`src/bbe_defs.svh`:
```
// constants of the beam blanking evaluator
// assumes a 15-beam curtain sampled once per scan strobe
`ifndef BBE_DEFS_SVH
`define BBE_DEFS_SVH
`define BBE_NBEAM 15
`define BBE_MAX_AREAS 4'h3
`define BBE_MIN_GAP 4'h3
`define BBE_MIN_OBJ 4'h2
`define BBE_TOL_FINE_MAX 4'h8
`define BBE_TOL_COARSE_MAX 4'h4
`define BBE_TOL_RST 4'h0
`define BBE_RUN_INIT 4'hf
`endif

```
`src/bbe_pkg.sv`:
```
// types of the beam blanking evaluator
// assumes bbe_defs.svh supplies the constants
package bbe_pkg;
   typedef enum logic [1:0] {
      BBE_MODE_FLOAT = 2'b01,
      BBE_MODE_REDRES = 2'b10
   } bbe_mode_t;

   typedef struct packed {
      bbe_mode_t mode;
      logic [1:0] obj_cnt;
      logic [3:0] min_sz;
      logic [3:0] max_sz;
      logic coarse;
      logic part_mute;
      logic full_mute;
   } bbe_cfg_t;

   typedef struct packed {
      logic [3:0] runs;
      logic [3:0] max_run;
      logic [3:0] min_run;
      logic [3:0] min_gap;
      logic at_end;
   } bbe_scan_t;
endpackage : bbe_pkg

```
`src/bbe_evaluator.sv`:
```
// beam blanking evaluator: floating blanking and reduced resolution
// assumes beam pins and scan strobe are asynchronous; config is on ref_clk
`include "bbe_defs.svh"
module bbe_evaluator (
   // clock and reset
   input wire logic ref_clk,
   input wire logic rst_n,
   // receiver optics
   input wire logic [`BBE_NBEAM-1:0] beam_blocked_pin,
   input wire logic scan_strobe_pin,
   // configuration
   input wire bbe_pkg::bbe_cfg_t cfg,
   input wire logic teach_valid,
   input wire logic [3:0] teach_tol,
   input wire logic iolink_wr_valid,
   input wire logic [3:0] iolink_tol,
   // results
   output logic [1:0] safety_switch_output,
   output logic err_flag,
   output logic pen_flag,
   output logic scan_done,
   output logic tol_reject,
   output logic [3:0] tol_value
);
   // ************************************************************
   // scan analysis
   // ************************************************************
   function automatic bbe_pkg::bbe_scan_t bbe_scan(input logic [`BBE_NBEAM-1:0] v);
      bbe_pkg::bbe_scan_t s;
      logic [3:0] run;
      logic [3:0] gap;
      s.runs = 4'h0;
      s.max_run = 4'h0;
      s.min_run = `BBE_RUN_INIT;
      s.min_gap = `BBE_RUN_INIT;
      run = 4'h0;
      gap = 4'h0;
      for (int i = 0; i < `BBE_NBEAM; i++) begin
         if (v[i]) begin
            if (run == 4'h0 && s.runs != 4'h0 && gap < s.min_gap) begin
               s.min_gap = gap;
            end
            if (run == 4'h0) begin
               s.runs = s.runs + 4'h1;
            end
            run = run + 4'h1;
            gap = 4'h0;
            if (run > s.max_run) begin
               s.max_run = run;
            end
         end else begin
            if (run != 4'h0 && run < s.min_run) begin
               s.min_run = run;
            end
            run = 4'h0;
            gap = gap + 4'h1;
         end
      end
      if (run != 4'h0 && run < s.min_run) begin
         s.min_run = run;
      end
      s.at_end = v[0] | v[`BBE_NBEAM-1];
      return s;
   endfunction : bbe_scan

   // ************************************************************
   // pin synchronisers
   // ************************************************************
   logic [`BBE_NBEAM-1:0] beam_s1_q;
   logic [`BBE_NBEAM-1:0] beam_s2_q;
   logic strobe_s1_q;
   logic strobe_s2_q;
   logic strobe_s3_q;
   logic scan_evt;

   always_ff @(posedge ref_clk) begin
      if (!rst_n) begin
         beam_s1_q <= '0;
         beam_s2_q <= '0;
         strobe_s1_q <= 1'b0;
         strobe_s2_q <= 1'b0;
         strobe_s3_q <= 1'b0;
      end else begin
         beam_s1_q <= beam_blocked_pin;
         beam_s2_q <= beam_s1_q;
         strobe_s1_q <= scan_strobe_pin;
         strobe_s2_q <= strobe_s1_q;
         strobe_s3_q <= strobe_s2_q;
      end
   end

   assign scan_evt = strobe_s2_q & ~strobe_s3_q;

   // ************************************************************
   // tolerance setting
   // ************************************************************
   logic [3:0] tol_q;
   logic tol_rej_q;
   logic tol_wr;
   logic [3:0] tol_new;
   logic [3:0] tol_lim;

   assign tol_lim = cfg.coarse ? `BBE_TOL_COARSE_MAX : `BBE_TOL_FINE_MAX;
   assign tol_wr = teach_valid | iolink_wr_valid;
   assign tol_new = teach_valid ? teach_tol : iolink_tol;

   always_ff @(posedge ref_clk) begin
      if (!rst_n) begin
         tol_q <= `BBE_TOL_RST;
         tol_rej_q <= 1'b0;
      end else begin
         tol_rej_q <= tol_wr & (tol_new > tol_lim);
         if (tol_wr && tol_new <= tol_lim) begin
            tol_q <= tol_new;
         end else if (tol_q > tol_lim) begin
            tol_q <= tol_lim;
         end
      end
   end

   // ************************************************************
   // evaluation
   // ************************************************************
   bbe_pkg::bbe_scan_t sc;
   logic is_float;
   logic is_red;
   logic cfg_bad;
   logic float_err;
   logic res_err;
   logic res_pen;

   assign sc = bbe_scan(beam_s2_q);
   assign is_float = (cfg.mode == bbe_pkg::BBE_MODE_FLOAT);
   assign is_red = (cfg.mode == bbe_pkg::BBE_MODE_REDRES);

   always_comb begin
      cfg_bad = !(is_float || is_red);
      if (is_red && (cfg.part_mute || cfg.full_mute)) begin
         cfg_bad = 1'b1;
      end
      if (is_float && (cfg.obj_cnt == 2'h0 || {2'h0, cfg.obj_cnt} > `BBE_MAX_AREAS
            || cfg.min_sz < `BBE_MIN_OBJ || cfg.max_sz < cfg.min_sz)) begin
         cfg_bad = 1'b1;
      end
   end

   always_comb begin
      float_err = 1'b0;
      if (sc.runs != {2'h0, cfg.obj_cnt}) begin
         float_err = 1'b1;
      end
      if (sc.min_run < cfg.min_sz) begin
         float_err = 1'b1;
      end
      if (sc.at_end) begin
         float_err = 1'b1;
      end
      if (sc.min_gap < `BBE_MIN_GAP) begin
         float_err = 1'b1;
      end
   end

   always_comb begin
      res_err = cfg_bad | (is_float & float_err);
      res_pen = 1'b0;
      if (!res_err && is_float && sc.max_run > cfg.max_sz) begin
         res_pen = 1'b1;
      end
      if (!res_err && is_red && sc.max_run > tol_q) begin
         res_pen = 1'b1;
      end
   end

   // ************************************************************
   // result registers
   // ************************************************************
   logic [1:0] ssw_q;
   logic err_q;
   logic pen_q;
   logic done_q;

   always_ff @(posedge ref_clk) begin
      if (!rst_n) begin
         ssw_q <= 2'h0;
         err_q <= 1'b0;
         pen_q <= 1'b0;
      end else if (scan_evt) begin
         ssw_q <= {2{~(res_err | res_pen)}};
         err_q <= res_err;
         pen_q <= res_pen;
      end
   end

   always_ff @(posedge ref_clk) begin
      if (!rst_n) begin
         done_q <= 1'b0;
      end else begin
         done_q <= scan_evt;
      end
   end

   assign safety_switch_output = ssw_q;
   assign err_flag = err_q;
   assign pen_flag = pen_q;
   assign scan_done = done_q;
   assign tol_reject = tol_rej_q;
   assign tol_value = tol_q;
endmodule : bbe_evaluator

```
`config.mk`:
```
export PLATFORM = sky130hd
export DESIGN_NAME = bbe_evaluator
export DESIGN_NICKNAME = d
export VERILOG_FILES = /design/src/bbe_pkg.sv /design/src/bbe_evaluator.sv
export VERILOG_INCLUDE_DIRS = /design/src
export SDC_FILE = /design/constraint.sdc
export NUM_CORES = 1
export LEC_CHECK = 0
export ABC_AREA = 1
export BUFFER_PORTS_ARGS = -buffer_cell sky130_fd_sc_hd__buf_2
export CAP_MARGIN = 40
export CORE_MARGIN = 5
export CORE_UTILIZATION = 60
export CTS_CLUSTER_SIZE = 30
export DETAILED_ROUTE_END_ITERATION = 10
export PLACE_DENSITY = 0.78
export SLEW_MARGIN = 20
export SYNTH_ARGS = -nofsm -noshare
export SYNTH_HDL_FRONTEND = slang
export SYNTH_SLANG_ARGS = --single-unit
export TNS_END_PERCENT = 20
```
`constraint.sdc`:
```
create_clock -name ref_clk -period 22.7 [get_ports ref_clk]
set_input_delay 1.135 -clock ref_clk [delete_from_list [all_inputs] [get_ports ref_clk]]
set_output_delay 1.135 -clock ref_clk [all_outputs]
set_load 0.05 [all_outputs]
```
======== Yosys cells after proc, flatten, opt, wreduce, memory -nomap -nowiden ========
Cells that the tools add are included.
operators by class
  $add $sub $neg .......................... 41
  order comparisons ....................... 52
  equality and inequality tests ........... 3
  muxes and demuxes ....................... 141
  bitwise gates (word level) .............. 9
  reduce and logical (&&, ||, !) cells .... 101
operator list
  operator               count
  $mux W4                116
  $add A4 B1 Y4 const B  41
  $lt A4 B4 Y1           29
  $reduce_bool A4 Y1     29
  $mux W8                14
  $gt A4 B4 Y1           18
  $logic_not A4 Y1       14
  $logic_and A1 B1 Y1    50
  $mux W1                10
  $lt A4 B2 Y1 const B   2
  $lt A4 B4 Y1 const B   2
  $mux W5                1
  $le A4 B4 Y1           1
  $logic_or A1 B1 Y1     4
  $ne A4 B2 Y1           1
  $or A1 B1 Y1           4
  $and A1 B1 Y1          3
  $eq A2 B1 Y1 const B   1
  $eq A2 B2 Y1 const B   1
  $logic_not A1 Y1       2
  $logic_not A2 Y1       1
  $not A1 Y1             2
  $reduce_bool A2 Y1     1
word-level totals
  register bits after elaboration ......... 42
  input bits .............................. 43
  output and inout bits ................... 10
  logic and storage cells ................. 358

======== Logic depth before layout (Yosys ltp) ========
  word-level depth ........................ 73
  mapped depth ............................ 126
  mapped depth without buffers ............ 126

======== Worst setup path before layout ========
OpenSTA, ideal clock, no wires.
  path type ............................... reg-to-reg
  from .................................... register beam_s2_q[0]
  to ...................................... register, netlist name safety_switch_output[0]
  library setup time ...................... 0.060 ns
  arrival time ............................ 13.509 ns
  required time ........................... 22.640 ns
  setup slack ............................. 9.131 ns
  stages on the path, launching flop included .. 105
  buffers on the path ..................... 0
  period minus slack after synthesis ...... 13.569 ns
  cell sequence ........................... dfxtp_1 > inv_1 > ha_1 > inv_1 > nand2_1 > nand3_2 > nand2_4 > nand2_1 > inv_1 > ha_1 > a311oi_1 > o21ai_0 > ha_1 > inv_1 > nor2_1 > nor2_1 > o21ai_0 > o211ai_1 > (+69 left out) > nand3_1 > mux2i_1 > inv_1 > ha_1 > inv_1 > nor2_1 > o211ai_1 > nand2_1 > nand3_1 > o21ai_0 > inv_1 > ha_1 > a21oi_1 > nor2_1 > a211oi_1 > o21ai_0 > nand3b_1 > nand2_1
between the ends
  longest elaborated chain between the ends .. 73
  elaborated cells on any way between the ends .. 320
  classes of those cells .................. add/sub: 41; order compare: 47; eq/ne: 1; mux: 135; bitwise: 5; reduce/logical: 91
RTL lines
  what                                                line                                        text
  start, declared                                     bbe_evaluator.sv:70                         logic [`BBE_NBEAM-1:0] beam_s2_q;
  start signal, assigned                              bbe_evaluator.sv:85                         beam_s2_q <= beam_s1_q;
  $mux W1                                             bbe_evaluator.sv:39                         if (v[i]) begin
  $lt A4 B4 Y1 or $reduce_bool A4 Y1 (tied branches)  bbe_evaluator.sv:52                         if (run != 4'h0 && run < s.min_run) begin
  $logic_and A1 B1 Y1                                 bbe_evaluator.sv:52
  $mux W4                                             bbe_evaluator.sv:52
  $mux W4                                             bbe_evaluator.sv:39
  $lt A4 B4 Y1                                        bbe_evaluator.sv:52
  $logic_and A1 B1 Y1                                 bbe_evaluator.sv:52
  $mux W4                                             bbe_evaluator.sv:52
  (+56 left out)                                      --
  $and A1 B1 Y1                                       bbe_evaluator.sv:164                        res_err = cfg_bad | (is_float & float_err);
  $or A1 B1 Y1                                        bbe_evaluator.sv:164
  $logic_not A1 Y1                                    bbe_evaluator.sv:166, bbe_evaluator.sv:169
  $logic_and A1 B1 Y1 (2 in series)                   bbe_evaluator.sv:166                        if (!res_err && is_float && sc.max_run > cfg.max_sz) begin
  $mux W1                                             bbe_evaluator.sv:166
  $mux W1                                             bbe_evaluator.sv:169                        if (!res_err && is_red && sc.max_run > tol_q) begin
  $or A1 B1 Y1 *                                      bbe_evaluator.sv:188                        ssw_q <= {2{~(res_err | res_pen)}};
  $not A1 Y1 *                                        bbe_evaluator.sv:188
Every way passes the cells marked *; elsewhere a longest branch is shown, timed or not.
A chain may end at the register's enable or synchronous reset.

======== Worst setup path after layout ========
  from .................................... register beam_s2_q[0]
  to ...................................... register, netlist name safety_switch_output[0]
between the ends
  longest elaborated chain between the ends .. 73
  elaborated cells on any way between the ends .. 320
  classes of those cells .................. add/sub: 41; order compare: 47; eq/ne: 1; mux: 135; bitwise: 5; reduce/logical: 91
RTL lines
  what                                                line
  $mux W1                                             bbe_evaluator.sv:39
  $lt A4 B4 Y1 or $reduce_bool A4 Y1 (tied branches)  bbe_evaluator.sv:52
  $logic_and A1 B1 Y1                                 bbe_evaluator.sv:52
  $mux W4                                             bbe_evaluator.sv:52
  $mux W4                                             bbe_evaluator.sv:39
  $lt A4 B4 Y1                                        bbe_evaluator.sv:52
  $logic_and A1 B1 Y1                                 bbe_evaluator.sv:52
  $mux W4                                             bbe_evaluator.sv:52
  (+56 left out)                                      --
  $and A1 B1 Y1                                       bbe_evaluator.sv:164
  $or A1 B1 Y1                                        bbe_evaluator.sv:164
  $logic_not A1 Y1                                    bbe_evaluator.sv:166, bbe_evaluator.sv:169
  $logic_and A1 B1 Y1 (2 in series)                   bbe_evaluator.sv:166
  $mux W1                                             bbe_evaluator.sv:166
  $mux W1                                             bbe_evaluator.sv:169
  $or A1 B1 Y1 *                                      bbe_evaluator.sv:188
  $not A1 Y1 *                                        bbe_evaluator.sv:188
Marked as above.

==> results.yml <==
outcome:
  run_status: "completed"
route:
  drtIter0Drc: 427
  detail-route-antenna-nets: 0
  via_count: 9364
  remaining_drc_errors: 0
  post_drt_via_cell_ratio: 5.15
  drt_first_pass_iters: 5
  wl_per_cell_um: 11.9
  wl_um: 21700
sta:
  setup_repair_after_global_routing_missed_its_margin: "false"
  slew_headroom_pct: 58.1
  worst_slew_pin_slew_ns: 0.628
  maxSlewViolCount: 0
  finalHoldViolCount: 0
  finalCriticalPeriod_ns: 15.58
  setup_failing_eps_final: 0
  setup-tns-final_ns: 0
  max_freq_ghz: 0.0642
  min_period_over_period_pct: 68.6
  setup_slack_ns: 7.12
  finalClockSkew_ns: 0.00366
power_and_ir_drop:
  p_total_uw: 538
  p_per_area_nw_per_um2: 50.8
  vdd_ir_drop_max_mv: 0.0603
  static-leakage-power_uw: 0.00638
layout:
  antenna_cell_count: 0
  area_growth_pct: 5.94
  drive_above_1_share_pct: 16.2
  final.fill_count: 1541
  layout.nets: 1816
logic_synthesis:
  synth.avg_cell_area_um2: 6.42
  yosys.area.top_type: "sky130_fd_sc_hd__ha_1"
  synth_ff_type: "sky130_fd_sc_hd__dfxtp_1"
  ys_warn_count: 0
  synthesis.area_um2: 9990
  post_syn_nets: 1774
  synth.yosys.seq_area_share_pct: 8.42
  synth-edff-count: 0
  number_of_cells_produced_by_synthesis: 1556
  synth_top_cell_area_share_pct: 21.9
  synth.distinct_cells: 60
  ys_top_cells_by_area: "sky130_fd_sc_hd__ha_1 (22%), sky130_fd_sc_hd__nand2_1 (13%), sky130_fd_sc_hd__inv_1 (10%)"
  synth-async-reset-ratio_pct: 0
  synth.ff_latch_count: 42
clock_network:
  post_cts_hold_buffer_count: 0
  cts_tree: "done"
  cts_max_level: 2
  insertion_delay_ns: 0.28
  cts_post_setup_buffers_inserted: 0
  clockBufferDepth: 2
  cts.sink_count: 42
  numCtsBuffers: 5
  postCtsResizedCells: 0
  clk_transition_reported_paths_ns: 0.06
  clock-root-buffer: "sky130_fd_sc_hd__clkbuf_16"
die:
  floorplan.rows: 47
  die_area_um2: 19300
  die_h_um: 139
  start_util_pct: 60.7
  placeableCoreArea_um2: 16500
  io_pins: 53
  die_x_um: 139
setup_path:
  cp-start-kind: "flip-flop"
  max_incr_delay_on_cp_ns: 0.53
  critical_path.max_fanout: 8
  critical_path_buf_inv_count: 18
  crit_type: "flip-flop to flip-flop"
  slowest_stage: "sky130_fd_sc_hd__dfxtp_1"
  r2r_setup_slack_ns: 7.12
  cp_data_arrival_time_ns: 15.80
  cpMostUsedCell: "sky130_fd_sc_hd__inv_1"
  crit_family: "compound AO/OA/AOI/OAI gates"
  crit_required_ns: 22.92
  timing.critical_path.to_type: "flip-flop"
grt:
  grt_util_met3_pct: 1.90
  use_met2_pct: 38.7
  maximum_number_of_pins_on_one_net_before_global_route_repair: 39
  grt_overflow: 0
  grt.met1_usage_pct: 31.4
  grt_first_pass_wirelength_um: 39100
  grt_pass1_vias: 8892
  busiest_layer: "met2"
  antenna_found_initial: 0
  track_usage_pct: 22.6
placed_design:
  place.gp.congestion: 0.980
  post-place-ws_ns: 7.19
  io_buffer_count: 52
  detailed_place_hpwl_um: 18700
flow_run:
  max_cap_viol_count: 0
min_path:
  hold_path.class: "flip-flop to flip-flop"
## flip-flops by register name, summed over array words and instances (netlist names)
name / count
err_flag: 1
tol_reject: 1
safety_switch_output: 1
beam_s2_q: 15
pen_flag: 1
strobe_s1_q: 1
strobe_s3_q: 1
strobe_s2_q: 1
tol_value: 4
beam_s1_q: 15
scan_done: 1
## placed cells by master (no fill, tap or decap), types with 3 or more instances in the layout
cell                        instances
sky130_fd_sc_hd__mux2i_1            8
sky130_fd_sc_hd__nand2_1          347
sky130_fd_sc_hd__xor2_1            19
sky130_fd_sc_hd__a2111oi_2          3
sky130_fd_sc_hd__nor2_1            98
sky130_fd_sc_hd__o21ai_0          106
sky130_fd_sc_hd__inv_2             37
sky130_fd_sc_hd__nor3_1            27
sky130_fd_sc_hd__clkbuf_16          5
sky130_fd_sc_hd__a31oi_1            3
sky130_fd_sc_hd__nand4_1           17
sky130_fd_sc_hd__nor3_4             3
sky130_fd_sc_hd__nand3_2           10
sky130_fd_sc_hd__nand2_4           25
sky130_fd_sc_hd__xnor2_2            5
sky130_fd_sc_hd__nand3_1           98
sky130_fd_sc_hd__nor4_1             3
sky130_fd_sc_hd__inv_4              3
sky130_fd_sc_hd__nand2_2           59
sky130_fd_sc_hd__inv_1            278
sky130_fd_sc_hd__or2_2              4
sky130_fd_sc_hd__buf_2             52
sky130_fd_sc_hd__o21a_1            14
sky130_fd_sc_hd__o211ai_1          11
sky130_fd_sc_hd__xnor2_1           17
sky130_fd_sc_hd__nor2_4            12
sky130_fd_sc_hd__clkinv_1           3
sky130_fd_sc_hd__a2111oi_4          4
sky130_fd_sc_hd__ha_1             175
sky130_fd_sc_hd__o21ai_1           15
sky130_fd_sc_hd__nor2_2            13
sky130_fd_sc_hd__xnor2_4            6
sky130_fd_sc_hd__a21oi_1           41
sky130_fd_sc_hd__dfxtp_1           42
## cell families (layout without fill, tap and decap cells)
family                     count (synthesis)  in the layout  share of synthesized area, %
adders and majority gates                175            175                          21.9
AOI/OAI and AO/OA                        215            215                          13.4
xor gates and xnor gates                  48             48                          5.79
DFF                                       42             42                          8.42
and+or+nand+nor                          728            728                          36.0
buffers and inverters                    339            382                          13.6
muxes                                      9              9                         0.915
## cells in the mapped netlist, drive strengths merged, types with 3 or more instances
cell type and instances:
a2111oi 8, a21oi 43, a31oi 3, buf 14, clkbuf 4, clkinv 3
dfxtp 42, ha 175, inv 318, mux2i 8, nand2 431, nand3 110
nand4 19, nor2 123, nor3 32, nor4 4, o211ai 12, o21a 14
o21ai 121, or2 4, xnor2 28, xor2 20
## layout make-up
| cell class | count | area (µm²) | area share [%] |
|---|---|---|---|
| inverter | 321 | 1210 | 11.5 |
| clock buffer | 6 | 139 | 1.31 |
| tap | 220 | 275 | 2.60 |
| timing repair buffer | 53 | 268 | 2.53 |
| clock inverter | 2 | 60.1 | 0.568 |
| multi-input combinational | 1175 | 7780 | 73.6 |
| sequential | 42 | 841 | 7.95 |
## worst reg2reg max path, delay by kind of cell (launching register included)
kind,cells,cell delay [ns]
compound gates,27,4.98
fa+ha+maj,14,4.17
buf+inv,18,1.11
flops,1,0.53
mux,3,0.83
simple gates,38,3.87
## report_power, final
group / total, µW / internal [µW] / switching (µW)
Sequential: 82.9 / 77.8 / 5.15
Combinational: 362 / 134 / 228
Clock: 92.4 / 65.9 / 26.5
## through the flow
step | instance area [µm²] | hold WS [ns] | cells | util [%]
after floorplan | 9990 | 0.386 | 1556 | -
after global placement | 10400 | 0.392 | 1811 | 63.0
after detailed placement | 10400 | 0.397 | 1811 | 63.0
after CTS | 10600 | 0.410 | 1819 | 64.3
after global routing | 10600 | 0.433 | 1819 | 64.3
final | 10600 | 0.410 | 1819 | 64.3
## worst paths after layout
check / from / to / cells past startpoint
setup / recovery: beam_s2_q[0] / safety_switch_output[0] / 100
hold / removal: beam_s1_q[2] / beam_s2_q[2] / 2
setup reg to reg: beam_s2_q[0] / safety_switch_output[0] / 100
hold reg to reg: beam_s1_q[2] / beam_s2_q[2] / 2
## layer usage
metal  vias up  routed length, µm  share of wire, %
li1       5068                  -                 -
met1      4124              10900                50
met2       143               9930                46
met3        29                629               2.9
met4         0                256               1.2
met5         -                  0                 0
Note: power is estimated with default switching activity, not from simulation.
